File: src/cbt_pkg.sv
// Constants and types for the cell balance timer control block.
// Assumes a 100 MHz mclk and an AHB-Lite register bus with 32-bit data.
package cbt_pkg;

  // Channel and field layout
  localparam int unsigned NCH = 6;
  localparam int unsigned SEL_LSB = 2;
  localparam int unsigned ONT_LSB = 3;
  localparam int unsigned ONT_W = 5;
  localparam int unsigned SUB_W = 4;
  localparam logic [SUB_W-1:0] SUB_LAST = 4'hF;
  localparam logic [ONT_W-1:0] ONT_ZERO = 5'h00;
  localparam logic [NCH-1:0] SEL_RST = 6'h00;

  // Register byte offsets
  localparam logic [7:0] OFF_SEL = 8'h00;
  localparam logic [7:0] OFF_ONT1 = 8'h04;
  localparam logic [7:0] OFF_ONT6 = 8'h18;
  localparam logic [7:0] OFF_PDT = 8'h1C;
  localparam logic [7:0] OFF_STAT = 8'h20;

  // Register indices after decode
  localparam logic [3:0] IDX_SEL = 4'h0;
  localparam logic [3:0] IDX_ONT1 = 4'h1;
  localparam logic [3:0] IDX_PDT = 4'h7;
  localparam logic [3:0] IDX_STAT = 4'h8;
  localparam logic [3:0] IDX_NONE = 4'hF;

  // Status register fields
  localparam int unsigned ST_STEP_LSB = 0;
  localparam int unsigned ST_RUN_BIT = 8;
  localparam int unsigned ST_PDRUN_BIT = 9;
  localparam int unsigned ST_DOWN_BIT = 10;
  localparam int unsigned ST_PIN_BIT = 11;

  // Timing: one compare tick is a sixteenth of the 72 s step
  localparam int unsigned CLK_KHZ = 100000;
  localparam int unsigned TICK_MS = 4500;
  localparam int unsigned TICK_CYCLES = TICK_MS * CLK_KHZ;

  // AHB-Lite encodings
  localparam logic [1:0] HTRANS_NONSEQ = 2'h2;
  localparam logic HRESP_OKAY = 1'b0;

  typedef enum logic {PWR_ON, PWR_OFF} cbt_pwr_t;

endpackage

File: src/cbt_balance_timer.sv
// Cell balance gate outputs with shared on-time counter and
// power-down handling, reached as an AHB-Lite slave.
// Assumes one 100 MHz clock; the power-down pin is asynchronous.
//
// Function
// - Six independent balance gate outputs, each off or driven high.
// - Each gate follows its balance-select bit; select clears to zero.
// - Zero shutdown delay: pin falling edge turns gates off, powers down.
// - Nonzero shutdown delay: gates stay until the delay elapses.
// - Shutdown timer and on-time counter run independently.
// - Six on-time registers, 0 to 37.2 min in 72 s steps.
// - Zero on-time leaves the output untimed, on until cleared.
// - Writing on-time only arms; select write starts output and timer.
// - On expiry gate goes low, select bit clears, on-time kept.
// - All on-time registers reset to zero.
// - One shared counter, started by nonzero select write with timing.
// - Counter compared with on-times every 4.5 s tick.
// - Counter reaching an on-time turns that output off.
// - Select writes override timers; clearing turns output off at once.
// - A write to an active on-time register restarts the counter only if it is running.
// - Zero written to an active on-time also turns that output off.
// - Writes to an inactive on-time register leave the counter alone.
// - When all timed outputs expire the counter returns to zero.
// - Outputs enabled mid-count are timed against the running count.
// - Select bit 2 drives the first output, upward from there.
// - On-time count LSB sits at bit 3.
//
// The AHB-Lite register port and the register addresses were chosen for this implementation.
`timescale 1ns/1ps
module cbt_balance_timer #(
  parameter int unsigned TICK_CYCLES = cbt_pkg::TICK_CYCLES,
  parameter int unsigned ADDR_W = 8
) (
  // Clock and reset
  input wire logic mclk,
  input wire logic sys_rst,
  // AHB-Lite slave
  input wire logic hsel,
  input wire logic [ADDR_W-1:0] haddr,
  input wire logic [1:0] htrans,
  input wire logic hwrite,
  input wire logic [2:0] hsize,
  input wire logic [31:0] hwdata,
  input wire logic hready,
  output logic hreadyout,
  output logic hresp,
  output logic [31:0] hrdata,
  // Pins
  input wire logic power_down_n_pin,
  output logic [cbt_pkg::NCH-1:0] balance_gate_out,
  output logic powered_down
);

  localparam int unsigned NCH = cbt_pkg::NCH;
  localparam int unsigned ONT_W = cbt_pkg::ONT_W;
  localparam int unsigned SUB_W = cbt_pkg::SUB_W;
  localparam logic [NCH-1:0] SEL_ZERO = cbt_pkg::SEL_RST;

  // Address decode, shared by read and write paths
  function automatic logic [3:0] regIdx(input logic [ADDR_W-1:0] a);
    logic [7:0] b;
    b = 8'(a);
    if (b == cbt_pkg::OFF_SEL) regIdx = cbt_pkg::IDX_SEL;
    else if (b >= cbt_pkg::OFF_ONT1 && b <= cbt_pkg::OFF_ONT6 &&
             b[1:0] == 2'h0)
      regIdx = 4'(cbt_pkg::IDX_ONT1 + 4'((b - cbt_pkg::OFF_ONT1) >> 2));
    else if (b == cbt_pkg::OFF_PDT) regIdx = cbt_pkg::IDX_PDT;
    else if (b == cbt_pkg::OFF_STAT) regIdx = cbt_pkg::IDX_STAT;
    else regIdx = cbt_pkg::IDX_NONE;
  endfunction

  // Bus state
  logic wrPend_r;
  logic [ADDR_W-1:0] wrAddr_r;
  logic [31:0] rdData_r;

  // Block state
  logic [NCH-1:0] balSel_r, selNxt;
  logic [ONT_W-1:0] onTime_r [NCH];
  logic [ONT_W-1:0] pdtVal_r;
  logic cntRun_r, cntRunNxt;
  logic [ONT_W-1:0] cntStep_r, cntStepNxt;
  logic [SUB_W-1:0] cntSub_r, cntSubNxt;
  logic pdRun_r, pdRunNxt;
  logic [ONT_W-1:0] pdStep_r, pdStepNxt;
  logic [SUB_W-1:0] pdSub_r, pdSubNxt;
  logic [31:0] preCnt_r;
  logic pinS1_r, pinS2_r, pinPrev_r;
  cbt_pkg::cbt_pwr_t pwr_r, pwrNxt;

  // Bus decode
  wire addrPhase = hsel && hready && htrans == cbt_pkg::HTRANS_NONSEQ;
  wire [3:0] wrIdx = regIdx(wrAddr_r);
  wire [3:0] rdIdx = regIdx(haddr);
  wire wrSel = wrPend_r && wrIdx == cbt_pkg::IDX_SEL;
  wire wrPdt = wrPend_r && wrIdx == cbt_pkg::IDX_PDT;
  wire [NCH-1:0] wdSel = hwdata[cbt_pkg::SEL_LSB +: NCH];
  wire [ONT_W-1:0] wdOnt = hwdata[cbt_pkg::ONT_LSB +: ONT_W];

  // Prescaler tick, shared by both timers
  wire tick = preCnt_r == 32'(TICK_CYCLES - 1);
  wire [ONT_W-1:0] cntTickStep = (cntSub_r == cbt_pkg::SUB_LAST) ?
                                 5'(cntStep_r + 1'b1) : cntStep_r;

  // Per-channel decode
  logic [NCH-1:0] wrOnt, timedVec, expHit, zeroOff;
  genvar gi;
  generate
    for (gi = 0; gi < NCH; gi++) begin : g_ch
      assign wrOnt[gi] = wrPend_r && wrIdx == 4'(cbt_pkg::IDX_ONT1 + gi);
      assign timedVec[gi] = onTime_r[gi] != cbt_pkg::ONT_ZERO;
      // Compare at each tick against the count it is moving to
      assign expHit[gi] = tick && cntRun_r && balSel_r[gi] &&
                          timedVec[gi] && !(|(wrOnt & balSel_r)) &&
                          cntTickStep == onTime_r[gi];
      assign zeroOff[gi] = wrOnt[gi] && balSel_r[gi] &&
                           wdOnt == cbt_pkg::ONT_ZERO;
      always_ff @(posedge mclk or posedge sys_rst) begin
        if (sys_rst) begin
          onTime_r[gi] <= cbt_pkg::ONT_ZERO;
        end else if (wrOnt[gi]) begin
          onTime_r[gi] <= wdOnt;
        end
      end
    end
  endgenerate

  wire activeHit = |(wrOnt & balSel_r);
  wire pinLow = !pinS2_r;
  wire fallEdge = pinPrev_r && pinLow;
  wire isOn = pwr_r == cbt_pkg::PWR_ON;
  wire pdStart = isOn && fallEdge && pdtVal_r != cbt_pkg::ONT_ZERO;
  wire [ONT_W-1:0] pdTickStep = (pdSub_r == cbt_pkg::SUB_LAST) ?
                                5'(pdStep_r + 1'b1) : pdStep_r;
  wire pdExp = pdRun_r && tick && pdTickStep == pdtVal_r;
  wire pdZeroWr = pdRun_r && wrPdt && wdOnt == cbt_pkg::ONT_ZERO;
  wire goNow = isOn && fallEdge && pdtVal_r == cbt_pkg::ONT_ZERO;
  wire goDelay = (pdExp || pdZeroWr) && pinLow;
  wire goDown = goNow || goDelay;

  // Power state
  always_comb begin
    pwrNxt = pwr_r;
    case (pwr_r)
      cbt_pkg::PWR_ON: begin
        if (goDown) pwrNxt = cbt_pkg::PWR_OFF;
      end
      cbt_pkg::PWR_OFF: begin
        if (pinS2_r) pwrNxt = cbt_pkg::PWR_ON;
      end
      default: pwrNxt = cbt_pkg::PWR_ON;
    endcase
  end

  // Balance select next value
  always_comb begin
    selNxt = balSel_r & ~expHit & ~zeroOff;
    if (wrSel) selNxt = wdSel;
    if (goDown || pwr_r == cbt_pkg::PWR_OFF) selNxt = cbt_pkg::SEL_RST;
  end

  // Shared on-time counter
  always_comb begin
    cntRunNxt = cntRun_r;
    cntStepNxt = cntTickStep;
    cntSubNxt = 4'(cntSub_r + 1'b1);
    if (!cntRun_r) begin
      cntStepNxt = cbt_pkg::ONT_ZERO;
      cntSubNxt = '0;
      if (wrSel && |(wdSel & timedVec)) cntRunNxt = 1'b1;
    end else if (activeHit) begin
      cntStepNxt = cbt_pkg::ONT_ZERO;
      cntSubNxt = '0;
    end else if (!tick) begin
      cntStepNxt = cntStep_r;
      cntSubNxt = cntSub_r;
    end
    if (cntRun_r && !(|(selNxt & timedVec))) begin
      cntRunNxt = 1'b0;
      cntStepNxt = cbt_pkg::ONT_ZERO;
      cntSubNxt = '0;
    end
  end

  // Shutdown delay timer, separate from the on-time counter
  always_comb begin
    pdRunNxt = pdRun_r;
    pdStepNxt = pdStep_r;
    pdSubNxt = pdSub_r;
    if (pdStart && !pdRun_r) begin
      pdRunNxt = 1'b1;
      pdStepNxt = cbt_pkg::ONT_ZERO;
      pdSubNxt = '0;
    end else if (pdRun_r && wrPdt) begin
      pdRunNxt = !pdZeroWr;
      pdStepNxt = cbt_pkg::ONT_ZERO;
      pdSubNxt = '0;
    end else if (pdExp) begin
      pdRunNxt = 1'b0;
      pdStepNxt = cbt_pkg::ONT_ZERO;
      pdSubNxt = '0;
    end else if (pdRun_r && tick) begin
      pdStepNxt = pdTickStep;
      pdSubNxt = 4'(pdSub_r + 1'b1);
    end
  end

  // Read mux
  logic [31:0] rdVal;
  always_comb begin
    rdVal = '0;
    case (rdIdx)
      cbt_pkg::IDX_SEL: rdVal[cbt_pkg::SEL_LSB +: NCH] = balSel_r;
      cbt_pkg::IDX_PDT: rdVal[cbt_pkg::ONT_LSB +: ONT_W] = pdtVal_r;
      cbt_pkg::IDX_STAT: begin
        rdVal[cbt_pkg::ST_STEP_LSB +: ONT_W] = cntStep_r;
        rdVal[cbt_pkg::ST_RUN_BIT] = cntRun_r;
        rdVal[cbt_pkg::ST_PDRUN_BIT] = pdRun_r;
        rdVal[cbt_pkg::ST_DOWN_BIT] = pwr_r == cbt_pkg::PWR_OFF;
        rdVal[cbt_pkg::ST_PIN_BIT] = pinS2_r;
      end
      cbt_pkg::IDX_NONE: rdVal = '0;
      default: begin
        if (rdIdx >= cbt_pkg::IDX_ONT1 && rdIdx < cbt_pkg::IDX_PDT)
          rdVal[cbt_pkg::ONT_LSB +: ONT_W] =
            onTime_r[3'(rdIdx - cbt_pkg::IDX_ONT1)];
      end
    endcase
  end

  // Bus registers
  always_ff @(posedge mclk or posedge sys_rst) begin
    if (sys_rst) begin
      wrPend_r <= 1'b0;
      wrAddr_r <= '0;
      rdData_r <= '0;
    end else begin
      wrPend_r <= addrPhase && hwrite;
      if (addrPhase) wrAddr_r <= haddr;
      if (addrPhase && !hwrite) rdData_r <= rdVal;
    end
  end

  // Pin synchroniser and edge history
  always_ff @(posedge mclk or posedge sys_rst) begin
    if (sys_rst) begin
      pinS1_r <= 1'b1;
      pinS2_r <= 1'b1;
      pinPrev_r <= 1'b1;
    end else begin
      pinS1_r <= power_down_n_pin;
      pinS2_r <= pinS1_r;
      pinPrev_r <= pinS2_r;
    end
  end

  // Prescaler
  always_ff @(posedge mclk or posedge sys_rst) begin
    if (sys_rst) preCnt_r <= '0;
    else preCnt_r <= tick ? '0 : preCnt_r + 32'h1;
  end

  // Control state
  always_ff @(posedge mclk or posedge sys_rst) begin
    if (sys_rst) begin
      balSel_r <= cbt_pkg::SEL_RST;
      pdtVal_r <= cbt_pkg::ONT_ZERO;
      cntRun_r <= 1'b0;
      cntStep_r <= cbt_pkg::ONT_ZERO;
      cntSub_r <= '0;
      pdRun_r <= 1'b0;
      pdStep_r <= cbt_pkg::ONT_ZERO;
      pdSub_r <= '0;
      pwr_r <= cbt_pkg::PWR_ON;
    end else begin
      balSel_r <= selNxt;
      if (wrPdt) pdtVal_r <= wdOnt;
      cntRun_r <= cntRunNxt;
      cntStep_r <= cntStepNxt;
      cntSub_r <= cntSubNxt;
      pdRun_r <= pdRunNxt;
      pdStep_r <= pdStepNxt;
      pdSub_r <= pdSubNxt;
      pwr_r <= pwrNxt;
    end
  end

  // Outputs
  assign balance_gate_out = balSel_r;
  assign powered_down = pwr_r == cbt_pkg::PWR_OFF;
  assign hreadyout = 1'b1;
  assign hresp = cbt_pkg::HRESP_OKAY;
  assign hrdata = rdData_r;
endmodule

File: config.mk
export PLATFORM = sky130hd
export DESIGN_NAME = cbt_balance_timer
export DESIGN_NICKNAME = d
export VERILOG_FILES = /design/src/cbt_pkg.sv /design/src/cbt_balance_timer.sv
export SDC_FILE = /design/constraint.sdc
export NUM_CORES = 1
export LEC_CHECK = 0
export BUFFER_PORTS_ARGS = -buffer_cell sky130_fd_sc_hd__buf_4
export CAP_MARGIN = 10
export CORE_ASPECT_RATIO = 0.8
export CORE_MARGIN = 3
export CORE_UTILIZATION = 55
export DETAILED_ROUTE_END_ITERATION = 10
export PLACE_DENSITY = 0.78
export SETUP_SLACK_MARGIN = 0.1
export SLEW_MARGIN = 15
export SYNTH_ARGS = -nofsm -noshare
export SYNTH_HDL_FRONTEND = slang
export SYNTH_SLANG_ARGS = --single-unit
File: constraint.sdc
create_clock -name mclk -period 4.8 [get_ports mclk]
set_clock_uncertainty 0.05 [all_clocks]
set_input_delay 0.72 -clock mclk [delete_from_list [all_inputs] [get_ports mclk]]
set_output_delay 0.72 -clock mclk [all_outputs]
set_load 0.01 [all_outputs]
==> impl_metrics.py <==
metrics = {
    "logic_synthesis": {
        "synthMuxAreaShare_pct": 10.1,
        "netlist.area_leader.share_pct": 39.6,
        "syn_avg_cell_area_um2": 9.83,
        "synth_compound_area_share_pct": 11.6,
        "yosysSeqAreaShare_pct": 40.6,
        "synth_fa_ha_area_share_pct": 3.10,
        "yosysTopAreaCell": "dfrtp_1",
        "synth_edf_count": 0,
        "ys_warn_count": 0,
        "synth-xor-area-share_pct": 10.1,
        "yosys.area_share.simple_pct": 19.8,
        "synth_cell_types": 80,
        "async_reset_ff_share_pct": 100,
        "synth_seq_cells": 118,
        "syn-cell-area_mm2": 0.00728,
        "synth_top_family_by_area": "simple AND/OR/NAND/NOR gates",
        "synthFlopType": "dfrtp_1",
        "synth.area.top_cells": "dfrtp_1 40%, mux2_2 7.3%, xnor2_1 5.4%",
        "synthCells": 740,
    },
    "detailed_routing": {
        "viasPerCell": 6.10,
        "post_drt_wl_per_cell_um": 19.0,
        "topRoutingLayerUsed": "met4",
        "postRouteAntennaNets": 0,
        "dr_total_vias": 5911,
        "drt_iter0_drc": 517,
        "route.detailed.drc": 0,
        "wl_met3_um": 1340,
        "route.met2.wl_um": 8100,
        "dr.pass1.iters": 6,
        "routed_wl_um": 18500,
        "met1_length_um": 8690,
    },
    "final_layout": {
        "ff_latch_area_mm2": 0.00296,
        "drive_gt1_share_pct": 20.1,
        "synthToLayoutAreaGrowth_pct": 13.5,
        "post-route-util_pct": 65.7,
        "nFillCells": 997,
        "nets": 854,
        "multi_input_area_mm2": 0.00407,
        "diodes": 0,
        "fin_area_mm2": 0.00826,
    },
    "worst_setup_path": {
        "critPathSlowestCell": "a2111oi_0",
        "worstPathArrival_ns": 4.30,
        "required_ns": 5.05,
        "path_max_fanout": 7,
        "cp_num_buf_inv": 3,
        "crit_family": "compound AO/OA/AOI/OAI gates",
        "crit_path_cell_trace": "buf_4, inv_1, ha_1, nor3b_1, a2111o_1, o21ai_0, ha_1, xor2_2, mux4_2, nand2_1, a21oi_1, a2111oi_0, buf_4, nor2_1",
        "crit_type": "input pin to flop",
        "slowest_delay_ns": 0.60,
        "endpoint_kind": "flop",
        "cp-start-kind": "input pin",
    },
    "timing": {
        "period_share_pct": 84.2,
        "slew_headroom_pct": 34.9,
        "slew_violations": 0,
        "rsz0062_at_grt": "false",
        "worst_slew_pin_slew_ns": 0.973,
        "fin_setup_tns_ns": 0,
        "period_needed_ns": 4.04,
        "setup_viol": 0,
        "hold_viol_final": 0,
        "setup_ws_ns": 0.757,
        "max_freq_ghz": 0.247,
    },
    "floorplanning": {
        "dieArea_mm2": 0.0147,
        "fp.dieW_um": 135,
        "start_util_pct": 57.9,
        "num_io_pins": 92,
        "core-area_mm2": 0.0126,
        "rows": 36,
        "fp.dieH_um": 109,
    },
    "clock_network": {
        "cts_setup_buffers": 0,
        "cts.reportedPaths.clkPinSlew_ns": 0.05,
        "htree_levels": 4,
        "cts_resized": 0,
        "clk-insertion-delay-late_ns": 0.42,
        "clockRootBuffer": "clkbuf_16",
        "cts_inserted_buffers": 17,
        "cts_buffer_depth": 2,
        "clock-sinks": 118,
        "cts_hold_buf": 0,
        "cts_tree": "built",
    },
    "global_route": {
        "overflow": 0,
        "grt_usage_pct": 26.7,
        "grt_pass1_vias": 5684,
        "grt_max_degree": 68,
        "antenna_found_initial": 0,
        "grt_pass1_wl_um": 30200,
    },
    "pwr": {
        "p_clk_share_pct": 47.2,
        "p_leak_nw": 3.53,
        "p_comb_share_pct": 11.3,
        "pwr-share-seq_pct": 41.5,
        "power_mw": 2.63,
        "switching_share_pct": 25.8,
        "ir_drop_mv": 0.347,
        "internal_power_mw": 1.95,
        "p_sw_mw": 0.680,
        "powerDensity_mw_per_mm2": 319,
    },
    "place": {
        "io_buffers": 40,
        "dp_hpwl_um": 13700,
        "post_dp_cell_area_mm2": 0.00768,
        "dp_slack_ns": 0.408,
        "gp_congestion": 0.959,
    },
    "outcome": {
        "status": "completed",
    },
    "run": {
        "cap_viol_max_count": 0,
    },
    "min_path": {
        "holdCritPathClass": "flop to flop",
    },
}
==> final cells by class <==
cell class	instances	share of cell area, %
Clock buffer	23	5.79
Clock inverter	9	1.21
Inverter	19	0.894
Multi-Input combinational cell	580	49.3
Sequential cell	118	35.8
Tap cell	171	2.59
Timing Repair Buffer	49	4.45
==> cells by family (layout without fill, tap and decap cells) <==
family                   count (synthesis)  count (layout)
AO/OA/AOI/OAI                          125             125
XOR/XNOR                                77              77
adder cells (fa/ha/maj)                 18              18
buffers and inverters                   62             100
flip-flops                             118             118
multiplexers                            60              60
other                                    2              22
AND/OR/NAND/NOR                        278             278
==> synth_stat cells (7+ instances only) <==
cell type,n
nand2_1,69
clkbuf_1,13
mux2_2,47
o21ai_0,34
nand2b_1,7
inv_1,19
mux2i_1,7
xor2_1,27
nand3_1,27
a21oi_1,34
ha_1,18
nor4_1,8
nor2_1,68
nor3_1,16
buf_4,23
nand4_1,18
a22o_1,7
dfrtp_1,115
xnor2_1,45
nor2b_1,7
==> routing by layer <==
| layer | vias up | track usage [%] |
|---|---|---|
| met5 | - | 0 |
| met4 | 0 | 8.87 |
| met3 | 32 | 6.41 |
| met2 | 256 | 39.6 |
| met1 | 2920 | 38.9 |
| li1 | 2703 | - |
==> power by group through the flow <==
stage	sequential [mW]	clock, mW	combinational [mW]
global placement	1.11	0	0.283
global route	1.10	1.31	0.326
finish	1.09	1.24	0.297
CTS	1.09	1.26	0.295
floorplan	1.09	0	0.224
detailed placement	1.11	0	0.293
==> path summary, 6_finish.rpt <==
path	to	cells past startpoint	startpoint	slack, ns
max	hrdata[3]$_DFFE_PP0P_	14	haddr[2]	0.76
max in group asynchronous	preCnt_r[15]$_DFF_PP0_	3	sys_rst	3.64
min reg2reg	pinS2_r$_DFF_PP1_	0	pinS1_r$_DFF_PP1_	0.31
min in group asynchronous	preCnt_r[1]$_DFF_PP0_	3	sys_rst	0.44
min	pinS2_r$_DFF_PP1_	0	pinS1_r$_DFF_PP1_	0.31
max reg2reg	cntStep_r[3]$_DFFE_PP0P_	11	wrAddr_r[2]$_DFFE_PP0P_	0.84
==> metrics by stage <==
step,hold WS [ns],instances
after floorplan,0.295,760
after global placement,0.298,937
after detailed placement,0.304,937
after CTS,0.310,969
after global routing,0.311,969
final,0.311,969
==> flip-flops by register name (all words and copies together), names as in the netlist <==
name / count
pinS2_r: 1
onTime_r: 30
pdSub_r: 4
wrPend_r: 1
pinS1_r: 1
wrAddr_r: 8
pdRun_r: 1
hrdata: 12
pdtVal_r: 5
balance_gate_out: 6
powered_down: 1
cntSub_r: 4
cntRun_r: 1
pinPrev_r: 1
preCnt_r: 32
pdStep_r: 5
cntStep_r: 5
==> layout by cell type, fill, tap and decap left out, drive strengths merged, types with 4 or more instances in the layout <==
master / n
a211oi: 4
a21oi: 34
a221oi: 4
a22o: 7
and2: 6
and3: 6
and4: 6
buf: 49
clkbuf: 23
clkinv: 5
conb: 22
dfrtp: 115
ha: 18
inv: 19
mux2: 47
mux2i: 8
mux4: 5
nand2: 70
nand2b: 7
nand3: 27
nand3b: 6
nand4: 18
nor2: 68
nor2b: 7
nor3: 19
nor4: 9
o211ai: 6
o21ai: 38
or2: 6
or3: 5
or4: 7
xnor2: 47
xor2: 28
Note: power is estimated with default switching activity, not from simulation.
